### config.mk
export PLATFORM = sky130hd
export DESIGN_NAME = dqx_acq_ctl
export DESIGN_NICKNAME = d
export VERILOG_FILES = /design/src/dqx_pkg.sv /design/src/dqx_stream_if.sv /design/src/dqx_acq_ctl.sv /design/src/dqx_fifo.sv
export SDC_FILE = /design/constraint.sdc
export NUM_CORES = 1
export LEC_CHECK = 0
export BUFFER_PORTS_ARGS = -buffer_cell sky130_fd_sc_hd__buf_2
export CAP_MARGIN = 20
export CORE_MARGIN = 3
export CORE_UTILIZATION = 55
export CTS_CLUSTER_DIAMETER = 150
export CTS_CLUSTER_SIZE = 8
export DETAILED_ROUTE_END_ITERATION = 16
export GPL_TIMING_DRIVEN = 0
export PLACE_DENSITY = 0.73
export SLEW_MARGIN = 20
export SYNTH_ARGS = -nofsm -noshare
export SYNTH_HDL_FRONTEND = slang
export SYNTH_SLANG_ARGS = --single-unit
### constraint.sdc
create_clock -name CLK -period 12.7 [get_ports CLK]
set_clock_uncertainty 0.05 [all_clocks]
set_input_delay 0.635 -clock CLK [delete_from_list [all_inputs] [get_ports CLK]]
set_output_delay 0.635 -clock CLK [all_outputs]
set_load 0.03 [all_outputs]
### src/dqx_pkg.sv
// Package with constants and types for the acquisition control block
package dqx_pkg;
  localparam int DATA_W = 12;
  localparam int ADDR_W = 32;
  localparam int FIFO_DEPTH = 4;
  localparam int SAMPLE_CAP = 4096;
  localparam int HALF_MARK = 2048;
  localparam int CAP_W = 13;
  localparam logic [7:0] MODE_A0_RATE = 8'h34;
  localparam int CONV_TIME_NS = 10000;
  localparam int CLK_PERIOD_NS = 5;
  localparam int CONV_CYCLES = (CONV_TIME_NS + CLK_PERIOD_NS - 1)
    / CLK_PERIOD_NS;
  localparam int DESC_WORDS = 4;
  localparam logic [1:0] DW_COUNT = 2'h0;
  localparam logic [1:0] DW_BUF = 2'h1;
  localparam logic [1:0] DW_DEV = 2'h2;
  localparam logic [1:0] DW_LINK = 2'h3;
  typedef enum logic [1:0] {ACQ_IDLE, ACQ_ARMED, ACQ_RUN} dqx_acq_t;
  typedef enum logic [2:0] {DMA_IDLE, DMA_FETCH, DMA_CHECK, DMA_MOVE,
    DMA_DONE} dqx_dma_t;
endpackage

### src/dqx_stream_if.sv
// Interface carrying a valid/ready sample stream between modules
`timescale 1ns/1ps
interface dqx_stream_if #(parameter int W = 12);
  logic valid;
  logic ready;
  logic [W-1:0] data;
  modport src (output valid, output data, input ready);
  modport dst (input valid, input data, output ready);
endinterface // dqx_stream_if

### src/dqx_acq_ctl.sv
// Acquisition timing, interrupts and chained DMA for the analog input
`timescale 1ns/1ps
module dqx_acq_ctl (
  input wire logic CLK,
  input wire logic RST,
  input wire logic EXT_TRIGGER_IN,
  input wire logic EXT_CONVERT_STROBE_N,
  input wire logic SCAN_PULSE_PIN,
  input wire logic SOFT_TRIGGER_BIT,
  input wire logic HARD_TRIGGER_ENABLE,
  input wire logic EXT_CONVERT_DISABLE,
  input wire logic PRETRIGGER_SELECT,
  input wire logic INTERVAL_SCAN_ENABLE,
  input wire logic EXT_SCAN_RECEIVE,
  input wire logic [7:0] COUNTER_A_MODE,
  input wire logic COUNTER_A_MODE_WR,
  input wire logic SAMPLE_COUNTER_OUT,
  input wire logic [15:0] SAMPLE_COUNT_N,
  input wire logic SCAN_COUNTER_OUT,
  input wire logic [7:0] SCAN_SAMPLES,
  input wire logic FIFO_CLEAR_WR,
  input wire logic ADC_DONE,
  input wire logic [dqx_pkg::DATA_W-1:0] ADC_DATA,
  output logic ADC_START,
  input wire logic FIFO_READ,
  output logic [dqx_pkg::DATA_W-1:0] FIFO_DATA,
  input wire logic FIFO_DATA_IRQ_ENABLE,
  input wire logic HALF_FULL_IRQ_ENABLE,
  input wire logic ERROR_IRQ_ENABLE,
  input wire logic ACQ_END_IRQ_ENABLE,
  input wire logic DMA_REQUEST_ENABLE,
  input wire logic FLAG_CLEAR,
  output logic DATA_AVAILABLE_FLAG,
  output logic FIFO_HALF_FULL_N,
  output logic OVERFLOW_FLAG,
  output logic OVERRUN_FLAG,
  output logic COUNT_COUNTER_OUT,
  output logic ACQ_RUNNING,
  output logic IRQ,
  output logic DMA_REQUEST,
  input wire logic [dqx_pkg::ADDR_W-1:0] NEXT_LINK_ADDRESS,
  input wire logic DMA_ARM,
  output logic DMA_BUSY,
  output logic MEM_RD,
  output logic [dqx_pkg::ADDR_W-1:0] MEM_RD_ADDR,
  input wire logic MEM_RD_VALID,
  input wire logic [dqx_pkg::ADDR_W-1:0] MEM_RD_DATA,
  output logic MEM_WR,
  output logic [dqx_pkg::ADDR_W-1:0] MEM_WR_ADDR,
  output logic [dqx_pkg::DATA_W-1:0] MEM_WR_DATA,
  input wire logic MEM_WR_READY
);
  import dqx_pkg::*;

  dqx_stream_if #(.W(DATA_W)) in_s ();
  dqx_stream_if #(.W(DATA_W)) out_s ();

  dqx_acq_t acq_reg, acq_next;
  dqx_dma_t dma_reg, dma_next;
  logic trig_d_reg, strobe_d_reg, samp_d_reg, scan_d_reg, soft_d_reg;
  logic forced_high_reg, skip_first_reg, busy_reg, have_word_reg;
  logic [13:0] busy_cnt_reg;
  logic [16:0] left_reg;
  logic [7:0] scan_left_reg;
  logic [CAP_W-1:0] occ_reg;
  logic [$clog2(FIFO_DEPTH):0] lvl;
  logic [ADDR_W-1:0] link_reg, buf_reg, bytes_reg, desc_reg [DESC_WORDS];
  logic [1:0] widx_reg;
  logic [DATA_W-1:0] word_reg;

  // Edge detectors on the pins
  wire trig_rise = EXT_TRIGGER_IN && !trig_d_reg;
  wire strobe_fall = !EXT_CONVERT_STROBE_N && strobe_d_reg;
  wire samp_fall = !SAMPLE_COUNTER_OUT && samp_d_reg;
  wire scan_rise = SCAN_PULSE_PIN && !scan_d_reg;
  wire int_scan_rise = SCAN_COUNTER_OUT && !scan_d_reg;
  wire use_ext_conv = forced_high_reg && !EXT_CONVERT_DISABLE;
  wire ext_scan = INTERVAL_SCAN_ENABLE && EXT_SCAN_RECEIVE;
  wire scan_tick = ext_scan ? scan_rise : int_scan_rise;
  wire scan_ok = !INTERVAL_SCAN_ENABLE || (scan_left_reg != 8'h00);
  wire pace = use_ext_conv ? (strobe_fall && !skip_first_reg)
                           : samp_fall;
  wire counting = (acq_reg == ACQ_RUN) && (left_reg != '0);
  wire conv_go = (acq_reg != ACQ_IDLE) && pace && scan_ok
    && (acq_reg == ACQ_ARMED ? PRETRIGGER_SELECT : counting);
  // Soft start is an edge, so a held bit cannot relaunch after count out
  wire start_sw = SOFT_TRIGGER_BIT && !soft_d_reg && !HARD_TRIGGER_ENABLE;
  wire start_hw = HARD_TRIGGER_ENABLE && trig_rise && !PRETRIGGER_SELECT;
  wire full_cap = (occ_reg == CAP_W'(SAMPLE_CAP));
  wire take_host = FIFO_READ && out_s.valid && !DMA_BUSY;

  // Counter A mode write of the rate code holds the sample output high
  always_ff @(posedge CLK or posedge RST) begin
    if (RST) forced_high_reg <= 1'b0;
    else if (COUNTER_A_MODE_WR)
      forced_high_reg <= (COUNTER_A_MODE == MODE_A0_RATE);
  end

  // Pin history for edge detection
  always_ff @(posedge CLK or posedge RST) begin
    if (RST) begin
      trig_d_reg <= 1'b0;
      strobe_d_reg <= 1'b1;
      samp_d_reg <= 1'b0;
      scan_d_reg <= 1'b0;
      soft_d_reg <= 1'b0;
    end else begin
      soft_d_reg <= SOFT_TRIGGER_BIT;
      trig_d_reg <= EXT_TRIGGER_IN;
      strobe_d_reg <= EXT_CONVERT_STROBE_N;
      samp_d_reg <= SAMPLE_COUNTER_OUT;
      scan_d_reg <= ext_scan ? SCAN_PULSE_PIN : SCAN_COUNTER_OUT;
    end
  end

  // Acquisition sequencer; armed state only sees the trigger once
  always_comb begin
    acq_next = acq_reg;
    case (acq_reg)
      ACQ_IDLE: begin
        if (start_sw && PRETRIGGER_SELECT) acq_next = ACQ_ARMED;
        else if (start_sw || start_hw) acq_next = ACQ_RUN;
      end
      ACQ_ARMED: begin
        if (!SOFT_TRIGGER_BIT) acq_next = ACQ_IDLE;
        else if (trig_rise) acq_next = ACQ_RUN;
      end
      ACQ_RUN: begin
        if (left_reg == '0) acq_next = ACQ_IDLE;
        else if (!SOFT_TRIGGER_BIT && !HARD_TRIGGER_ENABLE)
          acq_next = ACQ_IDLE;
      end
      default: acq_next = ACQ_IDLE;
    endcase
  end

  // Posttrigger runs N + 2, pretrigger N + 1 after the edge
  always_ff @(posedge CLK or posedge RST) begin
    if (RST) begin
      acq_reg <= ACQ_IDLE;
      left_reg <= '0;
    end else begin
      acq_reg <= acq_next;
      if (acq_reg != ACQ_RUN && acq_next == ACQ_RUN)
        left_reg <= PRETRIGGER_SELECT ? 17'(SAMPLE_COUNT_N) + 17'h1
                                      : 17'(SAMPLE_COUNT_N) + 17'h2;
      else if (conv_go && acq_reg == ACQ_RUN)
        left_reg <= 17'(left_reg - 1'b1);
    end
  end

  // First strobe after a start straight from idle into run (not via armed) is dropped to keep timing deterministic
  always_ff @(posedge CLK or posedge RST) begin
    if (RST) skip_first_reg <= 1'b0;
    else if (acq_reg == ACQ_IDLE && acq_next == ACQ_RUN)
      skip_first_reg <= 1'b1;
    else if (strobe_fall) skip_first_reg <= 1'b0;
  end

  // Samples per scan interval, reloaded on each scan pulse
  always_ff @(posedge CLK or posedge RST) begin
    if (RST) scan_left_reg <= 8'h00;
    else if (scan_tick) scan_left_reg <= SCAN_SAMPLES;
    else if (conv_go && INTERVAL_SCAN_ENABLE)
      scan_left_reg <= 8'(scan_left_reg - 1'b1);
  end

  // Converter busy window; a start inside it is an overrun
  always_ff @(posedge CLK or posedge RST) begin
    if (RST) begin
      busy_reg <= 1'b0;
      busy_cnt_reg <= '0;
    end else if (conv_go && !busy_reg) begin
      busy_reg <= 1'b1;
      busy_cnt_reg <= 14'(CONV_CYCLES);
    end else if (busy_reg && (ADC_DONE || busy_cnt_reg == 14'h1)) begin
      busy_reg <= 1'b0;
    end else if (busy_reg) begin
      busy_cnt_reg <= 14'(busy_cnt_reg - 1'b1);
    end
  end
  assign ADC_START = conv_go && !busy_reg;

  // Results enter the small FIFO; occupancy models the full store
  assign in_s.valid = busy_reg && ADC_DONE && !full_cap;
  assign in_s.data = ADC_DATA;

  dqx_fifo #(.WIDTH(DATA_W), .DEPTH(FIFO_DEPTH)) u_fifo (
    .clk(CLK),
    .rst(RST),
    .flush(FIFO_CLEAR_WR),
    .wr(in_s),
    .rd(out_s),
    .level(lvl)
  );

  // Consumer side: host reads or DMA moves drain the FIFO
  wire dma_take = (dma_reg == DMA_MOVE) && !have_word_reg && out_s.valid;
  assign out_s.ready = take_host || dma_take;

  // Stored count for half-full; clear empties it in one step
  always_ff @(posedge CLK or posedge RST) begin
    if (RST) occ_reg <= '0;
    else if (FIFO_CLEAR_WR) occ_reg <= '0;
    else
      occ_reg <= CAP_W'(occ_reg + (in_s.valid && in_s.ready)
        - (out_s.valid && out_s.ready));
  end

  // Sticky error flags: a new event beats a clear in the same cycle
  always_ff @(posedge CLK or posedge RST) begin
    if (RST) begin
      OVERFLOW_FLAG <= 1'b0;
      OVERRUN_FLAG <= 1'b0;
    end else begin
      if (busy_reg && ADC_DONE && (!in_s.ready || full_cap))
        OVERFLOW_FLAG <= 1'b1;
      else if (FLAG_CLEAR) OVERFLOW_FLAG <= 1'b0;
      if (conv_go && busy_reg) OVERRUN_FLAG <= 1'b1;
      else if (FLAG_CLEAR) OVERRUN_FLAG <= 1'b0;
    end
  end

  // Status flags and host read data
  always_ff @(posedge CLK or posedge RST) begin
    if (RST) begin
      DATA_AVAILABLE_FLAG <= 1'b0;
      FIFO_HALF_FULL_N <= 1'b1;
      COUNT_COUNTER_OUT <= 1'b0;
      FIFO_DATA <= '0;
    end else begin
      DATA_AVAILABLE_FLAG <= (lvl != '0);
      FIFO_HALF_FULL_N <= (occ_reg < CAP_W'(HALF_MARK));
      if (acq_next == ACQ_RUN && acq_reg != ACQ_RUN)
        COUNT_COUNTER_OUT <= 1'b0;
      else if (acq_reg == ACQ_RUN && left_reg == '0)
        COUNT_COUNTER_OUT <= 1'b1;
      if (take_host) FIFO_DATA <= out_s.data;
    end
  end
  assign ACQ_RUNNING = (acq_reg != ACQ_IDLE);

  // Interrupt line is an OR of the four gated sources
  wire irq_data = FIFO_DATA_IRQ_ENABLE && DATA_AVAILABLE_FLAG;
  wire irq_half = HALF_FULL_IRQ_ENABLE && !FIFO_HALF_FULL_N;
  wire irq_err = ERROR_IRQ_ENABLE
    && (OVERFLOW_FLAG || OVERRUN_FLAG);
  wire irq_end = ACQ_END_IRQ_ENABLE && COUNT_COUNTER_OUT;
  assign IRQ = irq_data || irq_half || irq_err || irq_end;
  assign DMA_REQUEST = DMA_REQUEST_ENABLE && out_s.valid;

  // Chain walker: fetch four words, stop on an all-zero descriptor
  wire desc_zero = (desc_reg[0] | desc_reg[1] | desc_reg[2]
    | desc_reg[3]) == '0;
  always_comb begin
    dma_next = dma_reg;
    case (dma_reg)
      DMA_IDLE: if (DMA_ARM) dma_next = DMA_FETCH;
      DMA_FETCH:
        if (MEM_RD_VALID && widx_reg == DW_LINK) dma_next = DMA_CHECK;
      DMA_CHECK: dma_next = desc_zero ? DMA_DONE : DMA_MOVE;
      DMA_MOVE:
        if (bytes_reg == '0) dma_next = DMA_FETCH;
      DMA_DONE: dma_next = DMA_IDLE;
      default: dma_next = DMA_IDLE;
    endcase
  end
  assign DMA_BUSY = (dma_reg != DMA_IDLE);
  assign MEM_RD = (dma_reg == DMA_FETCH);
  assign MEM_RD_ADDR = ADDR_W'(link_reg + {widx_reg, 2'b00});
  assign MEM_WR = (dma_reg == DMA_MOVE) && have_word_reg;
  assign MEM_WR_ADDR = buf_reg;
  assign MEM_WR_DATA = word_reg;

  // Descriptor words in order: count, buffer, device, next link
  always_ff @(posedge CLK or posedge RST) begin
    if (RST) begin
      dma_reg <= DMA_IDLE;
      widx_reg <= DW_COUNT;
      link_reg <= '0;
      buf_reg <= '0;
      bytes_reg <= '0;
      have_word_reg <= 1'b0;
      word_reg <= '0;
      for (int i = 0; i < DESC_WORDS; i++) desc_reg[i] <= '0;
    end else begin
      dma_reg <= dma_next;
      if (dma_reg == DMA_IDLE && DMA_ARM) begin
        link_reg <= NEXT_LINK_ADDRESS;
        widx_reg <= DW_COUNT;
      end
      if (dma_reg == DMA_FETCH && MEM_RD_VALID) begin
        desc_reg[widx_reg] <= MEM_RD_DATA;
        widx_reg <= 2'(widx_reg + 1'b1);
      end
      if (dma_reg == DMA_CHECK) begin
        bytes_reg <= desc_reg[DW_COUNT];
        buf_reg <= desc_reg[DW_BUF];
        link_reg <= desc_reg[DW_LINK];
      end
      if (dma_take) begin
        word_reg <= out_s.data;
        have_word_reg <= 1'b1;
      end else if (MEM_WR && MEM_WR_READY) begin
        have_word_reg <= 1'b0;
        buf_reg <= ADDR_W'(buf_reg + 32'h2);
        bytes_reg <= (bytes_reg > 32'h2) ? ADDR_W'(bytes_reg - 32'h2)
                                         : '0;
      end
    end
  end


  // Checks on sequencing, flags and the chain walker
  a_hw_once: assert property (@(posedge CLK) disable iff (RST)
    (acq_reg == ACQ_RUN && HARD_TRIGGER_ENABLE && trig_rise)
    |=> acq_reg != ACQ_ARMED)
    else $error("trigger edge disturbed a running acquisition");
  a_clear_empties: assert property (@(posedge CLK) disable iff (RST)
    FIFO_CLEAR_WR |=> occ_reg == '0 && lvl == '0)
    else $error("fifo clear left data");
  a_stop_count: assert property (@(posedge CLK) disable iff (RST)
    (acq_reg == ACQ_RUN && left_reg == '0) |=> acq_reg == ACQ_IDLE)
    else $error("acquisition ran past its count");
  a_pre_load: assert property (@(posedge CLK) disable iff (RST)
    (acq_reg == ACQ_ARMED && acq_next == ACQ_RUN)
    |=> left_reg == 17'(SAMPLE_COUNT_N) + 17'h1)
    else $error("pretrigger count not N plus one");
  a_irq_or: assert property (@(posedge CLK) disable iff (RST)
    (ERROR_IRQ_ENABLE && $rose(OVERRUN_FLAG)) |-> IRQ)
    else $error("error interrupt missing");
  a_dma_req: assert property (@(posedge CLK) disable iff (RST)
    DMA_REQUEST |-> DMA_REQUEST_ENABLE && DATA_AVAILABLE_FLAG
      || $past(lvl) == '0)
    else $error("dma request without data");
  a_overrun: assert property (@(posedge CLK) disable iff (RST)
    (conv_go && busy_reg) |=> OVERRUN_FLAG)
    else $error("overrun not flagged");
  a_zero_stop: assert property (@(posedge CLK) disable iff (RST)
    (dma_reg == DMA_CHECK && desc_zero) |=> ##1 dma_reg == DMA_IDLE)
    else $error("chain did not stop on empty node");
  a_end_flag: assert property (@(posedge CLK) disable iff (RST)
    (acq_reg == ACQ_RUN && left_reg == '0) |=> COUNT_COUNTER_OUT)
    else $error("count output not set at end");
  a_skip_first: assert property (@(posedge CLK) disable iff (RST)
    (acq_reg == ACQ_IDLE && acq_next == ACQ_RUN) |=> skip_first_reg)
    else $error("first strobe not marked for dropping");
endmodule // dqx_acq_ctl

### src/dqx_fifo.sv
// Small valid/ready FIFO in the sample path
`timescale 1ns/1ps
module dqx_fifo #(
  parameter int WIDTH = 12,
  parameter int DEPTH = 4
) (
  input wire logic clk,
  input wire logic rst,
  input wire logic flush,
  dqx_stream_if.dst wr,
  dqx_stream_if.src rd,
  output logic [$clog2(DEPTH):0] level
);
  localparam int PW = $clog2(DEPTH);
  logic [WIDTH-1:0] mem [DEPTH];
  logic [PW-1:0] wp_reg, rp_reg;
  logic [PW:0] cnt_reg;
  wire do_wr = wr.valid && wr.ready;
  wire do_rd = rd.valid && rd.ready;
  // Full and empty come from the counter, never from pointer guesses
  assign wr.ready = (cnt_reg != (PW+1)'(DEPTH)) && !flush;
  assign rd.valid = (cnt_reg != '0);
  assign rd.data = mem[rp_reg];
  assign level = cnt_reg;
  // Storage has no reset, only the pointers and the count need it
  always_ff @(posedge clk) begin
    if (do_wr) mem[wp_reg] <= wr.data;
  end
  // Flush wins over reads and writes so a clear empties it in one cycle
  always_ff @(posedge clk or posedge rst) begin
    if (rst) begin
      wp_reg <= '0;
      rp_reg <= '0;
      cnt_reg <= '0;
    end else if (flush) begin
      wp_reg <= '0;
      rp_reg <= '0;
      cnt_reg <= '0;
    end else begin
      if (do_wr) wp_reg <= PW'(wp_reg + 1'b1);
      if (do_rd) rp_reg <= PW'(rp_reg + 1'b1);
      cnt_reg <= (PW+1)'(cnt_reg + do_wr - do_rd);
    end
  end
  a_no_overfill: assert property (@(posedge clk) disable iff (rst)
    cnt_reg <= (PW+1)'(DEPTH)) else $error("fifo count above depth");
endmodule // dqx_fifo

-- After elaboration in Yosys (flattened, before gate mapping)
Memories as Yosys holds them, arrays and structs flattened.
Index checks and enable logic that the tools add are counted.
- register bits: 328
- bits in latches: 0
- memory bits (writable): 48
- ROM bits: 0
- output and inout port bits: 100
- memories kept: 1
- memories (memory ; depth ; width ; rd ports ; clocked after memory_dff ; wr ports ; RTL line ; RTL):
    u_fifo.mem ; 4 ; 12 ; 1 ; 0 ; 1 ; dqx_fifo.sv:15 ; logic [WIDTH-1:0] mem [DEPTH];
- add/subtract/negate cells: 15
- multiply operators: 0
- divide/modulo/power cells: 0
- magnitude comparators: 4
- equality and inequality tests: 16
- shifts and indexed selects: 0
- mux-type cells: 57
- bitwise operators: 4
- reduce and logical (&&, ||, !) cells: 99
- operator list (operator ; count):
    32-bit 2-to-1 mux ; 10
    128-bit bitwise mux ; 1
    32-bit OR ; 3
    32-bit demux with 2-bit select ; 1
    32-bit zero test ; 2
    17-bit 2-to-1 mux ; 3
    1-bit logical AND ; 47
    14-bit 2-to-1 mux ; 3
    32-bit by 2-bit adder with 32-bit output (second input constant) ; 1
    32-bit by 4-bit adder with 32-bit output ; 1
    32-bit by 2-bit greater-than comparator with 1-bit output (second input constant) ; 1
    32-bit by 2-bit subtractor with 32-bit output (second input constant) ; 1
    2-bit nonzero test ; 14
    2-bit 2-to-1 mux ; 12
    1-bit zero test ; 18
    16-bit by 1-bit adder with 17-bit output (second input constant) ; 1
    16-bit by 2-bit adder with 17-bit output (second input constant) ; 1
    17-bit zero test ; 1
    1-bit 2-to-1 mux ; 17
    17-bit nonzero test ; 1
    17-bit by 1-bit subtractor with 17-bit output (second input constant) ; 1
    8-bit 2-to-1 mux ; 2
    3-bit 2-to-1 mux ; 5
    14-bit by 1-bit equality test with 1-bit output (second input constant) ; 1
    other kinds (30) ; 47

-- Depth between registers and ports, before layout
Gate-level depths: netlist of run 1.
- word-level depth: 11
- gate-level depth with buffers: 19

-- Hierarchy
A second synthesis of run 1 with hierarchy kept.
- cell total of the unflattened synthesis: 1628
- area, all modules: 18360.1 µm²
- by module, submodules not included (module ; times used ; cells an instance ; area an instance (µm²) ; seq. area each (µm²)):
    dqx_acq_ctl ; 1 ; 1519 ; 16121.7 ; 8035.2
    dqx_fifo ; 1 ; 109 ; 2238.4 ; 1616.6

-- Least setup slack after synthesis of run 1
OpenSTA, ideal clock, no wires.
- path kind: register to register
- start point: register occ_reg[8]
- end point: register occ_reg[10]
- library setup time: 0.125 ns
- arrival time: 3.510 ns
- data required time: 12.525 ns
- setup slack: 9.016 ns
- cell stages (with the launch flop): 20
- period minus slack after synthesis: 3.684 ns
- cell sequence: dfrtp_1 -> inv_1 -> ha_1 -> nand4_1 -> nor4_1 -> a311oi_1 -> and3_1 -> clkbuf_1 -> inv_1 -> ha_1 -> inv_1 -> ha_1 -> inv_1 -> fa_1 -> nor2b_1 -> o311ai_0 -> a211oi_1 -> or2_2 -> a31oi_1 -> mux2_2
- longest elaborated chain between the ends: 7
- ends and longest elaborated chain (item ; RTL line ; RTL):
    start: declaration ; dqx_acq_ctl.sv:65 ; logic [CAP_W-1:0] occ_reg;
    start signal: assignment ; dqx_acq_ctl.sv:206 ; occ_reg <= CAP_W'(occ_reg + (in_s.valid && in_s.ready)
    13-bit equality test ; dqx_acq_ctl.sv:89 ; wire full_cap = (occ_reg == CAP_W'(SAMPLE_CAP));
    1-bit zero test ; dqx_acq_ctl.sv:185 ; assign in_s.valid = busy_reg && ADC_DONE && !full_cap;
    1-bit logical AND ; dqx_acq_ctl.sv:185 ;
    1-bit logical AND ; dqx_acq_ctl.sv:206 ;
    13-bit by 1-bit adder with 13-bit output * ; dqx_acq_ctl.sv:206 ;
    13-bit by 1-bit subtractor with 13-bit output * ; dqx_acq_ctl.sv:207 ; - (out_s.valid && out_s.ready));
    13-bit 2-to-1 mux * ; dqx_acq_ctl.sv:204 ; else if (FIFO_CLEAR_WR) occ_reg <= '0;
Every way passes the cells marked *; elsewhere a longest branch is shown, timed or not.
A chain may end at the register's enable or synchronous reset.

-- Worst setup path in the final report of run 1
- start point: register occ_reg[6]
- end point: register occ_reg[10]
The elaborated chain is that of the path after synthesis.

==> results of run 1 <==
[cells by family after synthesis]
family	after synthesis
and+or+nand+nor	547
DFF	376
AOI/OAI and AO/OA	235
muxes	210
buffers and inverters	134
xor gates and xnor gates	86
adders and majority gates	43
[placed cells by master (no fill, tap or decap), types with 50 or more instances in the layout]
master	instances
xnor2_1	59
nor2_1	116
clkbuf_1	67
mux2_2	158
dfrtp_1	326
inv_1	57
clkbuf_16	53
nor4_1	60
nor3_1	50
nand2_1	125
o21ai_0	71
buf_2	237
[per-layer routing]
| layer | routed length (um) | vias up | track usage |
|---|---|---|---|
| met5 | 19 | - | 0 |
| met1 | 20700 | 7048 | 0.368 |
| met2 | 23400 | 544 | 0.446 |
| met4 | 1580 | 2 | 0.0988 |
| met3 | 3880 | 107 | 0.0640 |
| li1 | - | 6547 | - |
[synth_stat cells, types with 9 or more instances]
master and instances:
or3_1 12, mux4_2 12, dfrtp_1 326, a211oi_1 13, inv_1 58, o21ai_0 71, nor4b_1 9, a311oi_1 10
a21oi_1 49, nor4_1 60, and2_1 11, ha_1 40, nor3_1 50, o22ai_1 10, nand2_1 125, nor2b_1 19
clkbuf_1 48, nor3b_1 10, o21ai_1 12, nor2_1 116, xor2_1 27, nand3_1 37, mux2i_1 40, xnor2_1 59
nand4_1 40, and3_1 17, buf_1 18, a221o_1 17, edfxtp_1 48, mux2_2 158
[power by group through the flow]
stage,Combinational (mW),Sequential [mW],Clock [mW]
after floorplan,1.29,2.17,0
after global placement,1.90,2.11,0
after detailed placement,1.95,2.13,0
after CTS,1.97,2.12,1.27
after global routing,2.15,2.19,1.32
final,1.97,2.14,1.25
[final timing paths]
path                                         endpoint  cells after the start
max                             occ_reg[10]$_DFF_PP0_                     19
min                          left_reg[14]$_DFFE_PP0P_                      2
max reg2reg                     occ_reg[10]$_DFF_PP0_                     19
min reg2reg                MEM_WR_ADDR[0]$_DFFE_PP0P_                      2
max in group asynchronous  FIFO_HALF_FULL_N$_DFF_PP1_                      6
min in group CLK               strobe_d_reg$_DFF_PP1_                      1
[metrics by stage]
stage	power (mW)	area, um^2	setup WS, ps
2_1_floorplan	3.45	18300	2940
3_3_place_gp	4.01	20000	-525
3_5_place_dp	4.08	20100	8470
4_1_cts	5.36	21600	8400
5_1_grt	5.66	21600	8160
6_report	5.36	21600	8370
[final cells by class]
| cell class | count | share of cell area |
|---|---|---|
| flip-flops and latches | 376 | 0.448 |
| multi-input cells | 1121 | 0.376 |
| clock buffers | 72 | 0.0648 |
| repair buffers | 235 | 0.0587 |
| well taps | 442 | 0.0256 |
| plain buffers | 76 | 0.0143 |
| inverters | 58 | 0.0104 |
| clock inverters | 2 | 0.00186 |
| diodes | 6 | 0.000696 |
==> results.tsv, run 1 <==
stage	metric	value	unit
status	run status	complete, no violations	
critical_path	Crit-path slowest cell	o311ai_0	
critical_path	Req. time, crit path	13100	ps
logic_synthesis	number of synthesized register bits	376	
layout	Cell Count, Final, Fillers Out	2388	
logic_synthesis	Syn Inst Count	1631	
clocking	CTS tree	built	
critical_path	Critical Path AT	4720	ps
logic_synthesis	number of synthesized flops with an enable pin	48	
timing	RSZ-0062 raised after global routing	false	
clocking	cts bufs inserted	52	
timing	timing-limited maximum frequency	231	MHz
global_route	GRT overflow	0	
timing	Tmin final	4330	ps
timing	crit share post-route	0.341	
logic_synthesis	largest family of logic cells by synthesized area	simple AND/OR/NAND/NOR gates	
layout	FF+latch area	9650	um^2
logic_synthesis	adder-cell share of the synthesized area	0.0307	
critical_path	Worst setup SP type	flop	
floorplanning	die area	35500	um^2
clocking	clock slew at reported path FFs	50	ps
power	Logic pwr share	0.368	
timing	setup TNS	0	ps
clocking	H-tree depth	2	
critical_path	Cell Chain, Critical Path	inv_1 > ha_1 > nand4_1 > nor4_1 > a311oi_1 > and3_1 > clkbuf_1 > inv_1 > ha_1 > inv_1 > ha_1 > inv_1 > fa_1 > nor2b_1 > o311ai_0 > a211oi_1 > or2_2 > a31oi_1 > mux2_2	
layout	Fillers	2540	
layout	post-layout util	0.661	
logic_synthesis	Post-Syn Area	18300	um^2
global_route	Tot GR Track Use	0.276	
power	Leak	9.17	nW
clocking	Skew-Pair Late Insertion Delay	560	ps
flow_run	max_cap viols	0	
critical_path	Setup crit end kind	flop	
logic_synthesis	top cells by area, synth	dfrtp_1 45%, mux2_2 9.7%, edfxtp_1 7.9%	
drt	Detail Route Antenna Nets	0	
timing	measured slew at the worst slew-check pin	925	ps
power	Sw Pwr	2.10	mW
drt	Residual DRC	0	
logic_synthesis	yosys warns	0	
logic_synthesis	Synth cell types	66	
logic_synthesis	Post-Synth Simple-Gate Area	0.154	
critical_path	WP buf/inv	5	
floorplanning	Starting Density	0.560	
drt	drt total wl	49.6	mm
floorplanning	# rows	66	
floorplanning	die width	188	um
drt	routed length per instance	20.8	um
hold_path	Worst Hold Class	in2async	
logic_synthesis	post-synth top area cell	dfrtp_1	
clocking	CTS Buffer Depth	3	
clocking	post-CTS setup buffers	0	
layout	layout cells sized above 1	0.251	
power	sequential share of power	0.399	
power	Sw Share	0.391	
global_route	number of global-route vias before repair	14300	
logic_synthesis	Syn Area/Cell	11.2	um^2
critical_path	critical path class	reg2reg	
power	internal power	3.26	mW
global_route	initial antenna violation count	6	
critical_path	CP max FO	8	
floorplanning	area of the core	32600	um^2
critical_path	critical path's most frequent cell	inv_1	
power	worst vdd ir	147	uV
drt	via/cell ratio	5.97	
logic_synthesis	Syn Nets	1808	
critical_path	CP max stage delay	540	ps
clocking	Clock Tree Root	clkbuf_16	
placement	Placed Instances	2308	
logic_synthesis	post-synthesis mux area share	0.134	
logic_synthesis	Synth Flop Type	dfrtp_1	
layout	Largest register FFs	128	
power	Clk pwr share	0.234	
logic_synthesis	Post-Synth XOR/XNOR Area	0.0412	
layout	area of the multi-input gates	8110	um^2
drt	Starting DRT DRC Count	1124	
drt	DRT Pass-1 Iters	6	
floorplanning	Die H	188	um
floorplanning	I/O pin total	234	
logic_synthesis	Seq/Total Area, Yosys	0.528	
clocking	PostCTS Resize Cnt	0	
critical_path	Worst R2R Start	occ_reg[6]$_DFF_PP0_	
layout	synth-to-layout area growth	18.0	%
placement	dpl hpwl	36.4	mm
timing	Worst slew margin	0.378	
clocking	CTS sink cnt	376	
global_route	first-pass GRT wire length	78.0	mm
critical_path	CP top delay family	compound AO/OA/AOI/OAI gates	
critical_path	reg-to-reg slack, setup	8370	ps
timing	Pins Over Slew Limit	0	
logic_synthesis	Yosys top cell area share	0.446	
timing	Hold Violations, Final	0	
global_route	largest net degree at the start of global routing	79	
layout	post-layout net count	2097	
critical_path	Critical Path Start	occ_reg[6]$_DFF_PP0_	
timing	setup violators final	0	
logic_synthesis	post-synthesis compound-gate area fraction	0.0838	
clocking	Post-CTS Hold Fix Bufs	0	
power	Power Density	248	nW/um^2
timing	Min Hold Slack	44.2	ps
placement	Routability Congestion	0.922	
placement	IO Port Bufs	231	
logic_synthesis	Post-synth ARST share	0.872	
drt	Vias	14200	
No activity file was read; power rests on OpenSTA's default activity.
==> run 2: changes to the inputs <==
--- a/config.mk
+++ b/config.mk
@@ -5,6 +5,7 @@
 export SDC_FILE = /design/constraint.sdc
 export NUM_CORES = 1
 export LEC_CHECK = 0
+export ABC_AREA = 1
 export BUFFER_PORTS_ARGS = -buffer_cell sky130_fd_sc_hd__buf_2
 export CAP_MARGIN = 20
 export CORE_MARGIN = 3
==> constraint.sdc (replaced) <==
create_clock -name CLK -period 4.13 [get_ports CLK]
set_clock_uncertainty 0.05 [all_clocks]
set_input_delay 0.2065 -clock CLK [delete_from_list [all_inputs] [get_ports CLK]]
set_output_delay 0.2065 -clock CLK [all_outputs]
set_load 0.03 [all_outputs]
==> results.tsv, run 2 <==
stage	metric	value	unit
logic_synthesis	Syn Nets	2773	
logic_synthesis	Synth Flop Type	dfrtp_1	
power	Power Density	736	nW/um^2
clocking	cts bufs inserted	52	
logic_synthesis	most frequent cell after synthesis	nand2_1	
drt	met3 wire len	3.86	mm
layout	most frequent cells in the layout	784 x nand2_1, 326 x dfrtp_1, 306 x nor2_1, 291 x o21ai_0, 271 x buf_2	
floorplanning	die area	39000	um^2
clocking	Clock Tree Root	clkbuf_16	
drt	top layer reached by signal wires	met4	
drt	Vias	19300	
logic_synthesis	Post-Syn Area	20200	um^2
drt	Detail Route Antenna Nets	0	
logic_synthesis	number of synthesized flops with an enable pin	48	
global_route	initial antenna violation count	0	
critical_path	Setup crit end kind	flop	
clocking	post-CTS setup buffers	0	
layout	design area	24600	um^2
logic_synthesis	Syn Inst Count	2596	
placement	Placed Area	22200	um^2
critical_path	Critical Path AT	4090	ps
logic_synthesis	yosys warns	0	
logic_synthesis	Post-synth ARST share	0.872	
global_route	number of global-route vias before repair	18900	
logic_synthesis	Seq/Total Area, Yosys	0.478	
logic_synthesis	number of synthesized register bits	376	
global_route	Tot GR Track Use	0.314	
flow_run	max_cap viols	0	
floorplanning	# rows	69	
drt	Starting DRT DRC Count	1601	
power	worst vdd ir	527	uV
layout	Fillers	2933	
global_route	largest net degree at the start of global routing	36	
critical_path	Worst R2R Start	occ_reg[2]$_DFF_PP0_	
logic_synthesis	Yosys top cell area share	0.404	
critical_path	critical path class	reg2reg	
clocking	CTS Buffer Depth	3	
placement	dpl hpwl	44.1	mm
clocking	CTS sink cnt	376	
drt	Post-Route M1 WL	25.8	mm
floorplanning	Die H	198	um
critical_path	critical path endpoint	occ_reg[12]$_DFF_PP0_	
logic_synthesis	post-synth top area cell	dfrtp_1	
critical_path	Worst setup SP type	flop	
drt	Residual DRC	0	
status	run status	complete, no violations	
timing	crit share post-route	0.887	
floorplanning	die width	198	um
drt	met2 WL post-DR	29.4	mm
placement	IO Port Bufs	231	
clocking	clock slew at reported path FFs	50	ps
layout	synth-to-layout area growth	21.9	%
logic_synthesis	most instantiated cells after synthesis	784 x nand2_1, 326 x dfrtp_1, 310 x nor2_1, 291 x o21ai_0, 240 x inv_1	
power	Leak	12.0	nW
layout	layout cells sized above 1	0.139	
layout	commonest non-fill, non-tap cell in the layout	nand2_1	
drt	via/cell ratio	5.57	
timing	Worst slew margin	0.482	
critical_path	Req. time, crit path	4560	ps
critical_path	reg-to-reg endpoint	occ_reg[12]$_DFF_PP0_	
floorplanning	area of the core	35900	um^2
drt	drt total wl	61.5	mm
timing	RSZ-0062 raised after global routing	false	
layout	area of the multi-input gates	9160	um^2
global_route	first-pass GRT wire length	97.9	mm
clocking	H-tree depth	2	
placement	Routability Congestion	0.954	
clocking	Skew-Pair Late Insertion Delay	610	ps
hold_path	Hold Startpoint	SAMPLE_COUNT_N[6]	
global_route	GRT overflow	0	
logic_synthesis	top cells by area, synth	dfrtp_1 40%, nand2_1 15%, o21ai_0 7.2%	
logic_synthesis	Syn Area/Cell	7.78	um^2
critical_path	CP max FO	7	
logic_synthesis	Synth cell types	52	
critical_path	r2r worst-path depth	17	
layout	post-layout net count	3171	
timing	setup violators final	0	
critical_path	Critical Path Start	occ_reg[2]$_DFF_PP0_	
critical_path	reg-to-reg slack, setup	460	ps
floorplanning	I/O pin total	234	
timing	Hold Violations, Final	0	
hold_path	Worst Hold Class	in2reg	
timing	measured slew at the worst slew-check pin	777	ps
power	Pwr Total	18.1	mW
layout	FF+latch area	9650	um^2
floorplanning	Starting Density	0.562	
timing	Pins Over Slew Limit	0	
layout	Largest register FFs	128	
drt	routed length per instance	17.7	um
clocking	CTS tree	built	
drt	DRT Pass-1 Iters	6	
timing	timing-limited maximum frequency	273	MHz
timing	Tmin final	3670	ps
## run 2: worst min path at each step
stage                                            to  slack, ps  depth (start not counted)
after floorplan              strobe_d_reg$_DFF_PP1_        160                          0
after global placement       strobe_d_reg$_DFF_PP1_        280                          1
after detailed placement  MEM_WR_ADDR[27]$_DFF_PP0_        230                          2
after CTS                   left_reg[6]$_DFFE_PP0P_          9                          6
after global routing        left_reg[6]$_DFFE_PP0P_         70                          6
final                       left_reg[6]$_DFFE_PP0P_         40                          6
## run 2: what timing repair did
action / 4_1_cts / 5_1_grt
hold endpoints to repair: 312 / 0
hold buffers: 102 / 0
gates resized for setup: 0 / 0
## run 2: critical path, cell delays in order, from the launching register on
cell     delay [ps]
dfrtp_1         350
inv_1            80
ha_1            210
nand4_1         130
nor2_1           70
nor3_1          210
nand2_1         290
ha_1            360
inv_1            50
ha_1            170
inv_1            80
fa_1            440
o31ai_1         470
a21oi_1         160
o21ai_0         240
nand2_1          70
nand2_1          60
nor2_1           40
## run 2: per-stage QoR
| step | hold WS, ps | setup TNS [ps] | worst slack [ps] | std cells | util |
|---|---|---|---|---|---|
| after global routing | 67.2 | 0 | 187 | 3473 | 0.685 |
| after CTS | 9.33 | 0 | 528 | 3473 | 0.685 |
| final | 35.0 | 0 | 465 | 3474 | 0.686 |
| after global placement | 276 | -789210 | -2450 | 3288 | 0.611 |
| after floorplan | 161 | -164160 | -504 | 2596 | - |
| after detailed placement | 231 | 0 | 578 | 3299 | 0.617 |
## run 2: cell type report
class                      count  share of cell area
multi-input combinational   1882               0.372
timing repair buffer         344              0.0977
sequential                   376               0.392
clock inverter                 2             0.00163
inverter                     249              0.0382
clock buffer                  70              0.0565
antenna                        1            0.000102
tap                          461              0.0234
buffer                        89              0.0182
## run 2: routing by layer
layer	track usage	vias to the layer above
met4	0.122	0
li1	-	9162
met1	0.420	9217
met2	0.517	797
met3	0.0493	168
met5	0	-
## run 2: cells by family after synthesis
kind of cell / Yosys count / share of synthesized area
compound gates: 399 / 0.106
buf+inv: 338 / 0.0687
simple gates: 1334 / 0.273
fa+ha+maj: 43 / 0.0278
xor+xnor: 106 / 0.0460
flops: 376 / 0.478
## run 2: power by group
group / internal [mW] / switching (mW)
combinational: 2.62 / 5.16
clock: 2.31 / 1.60
sequential: 5.07 / 1.35
total: 10.0 / 8.11
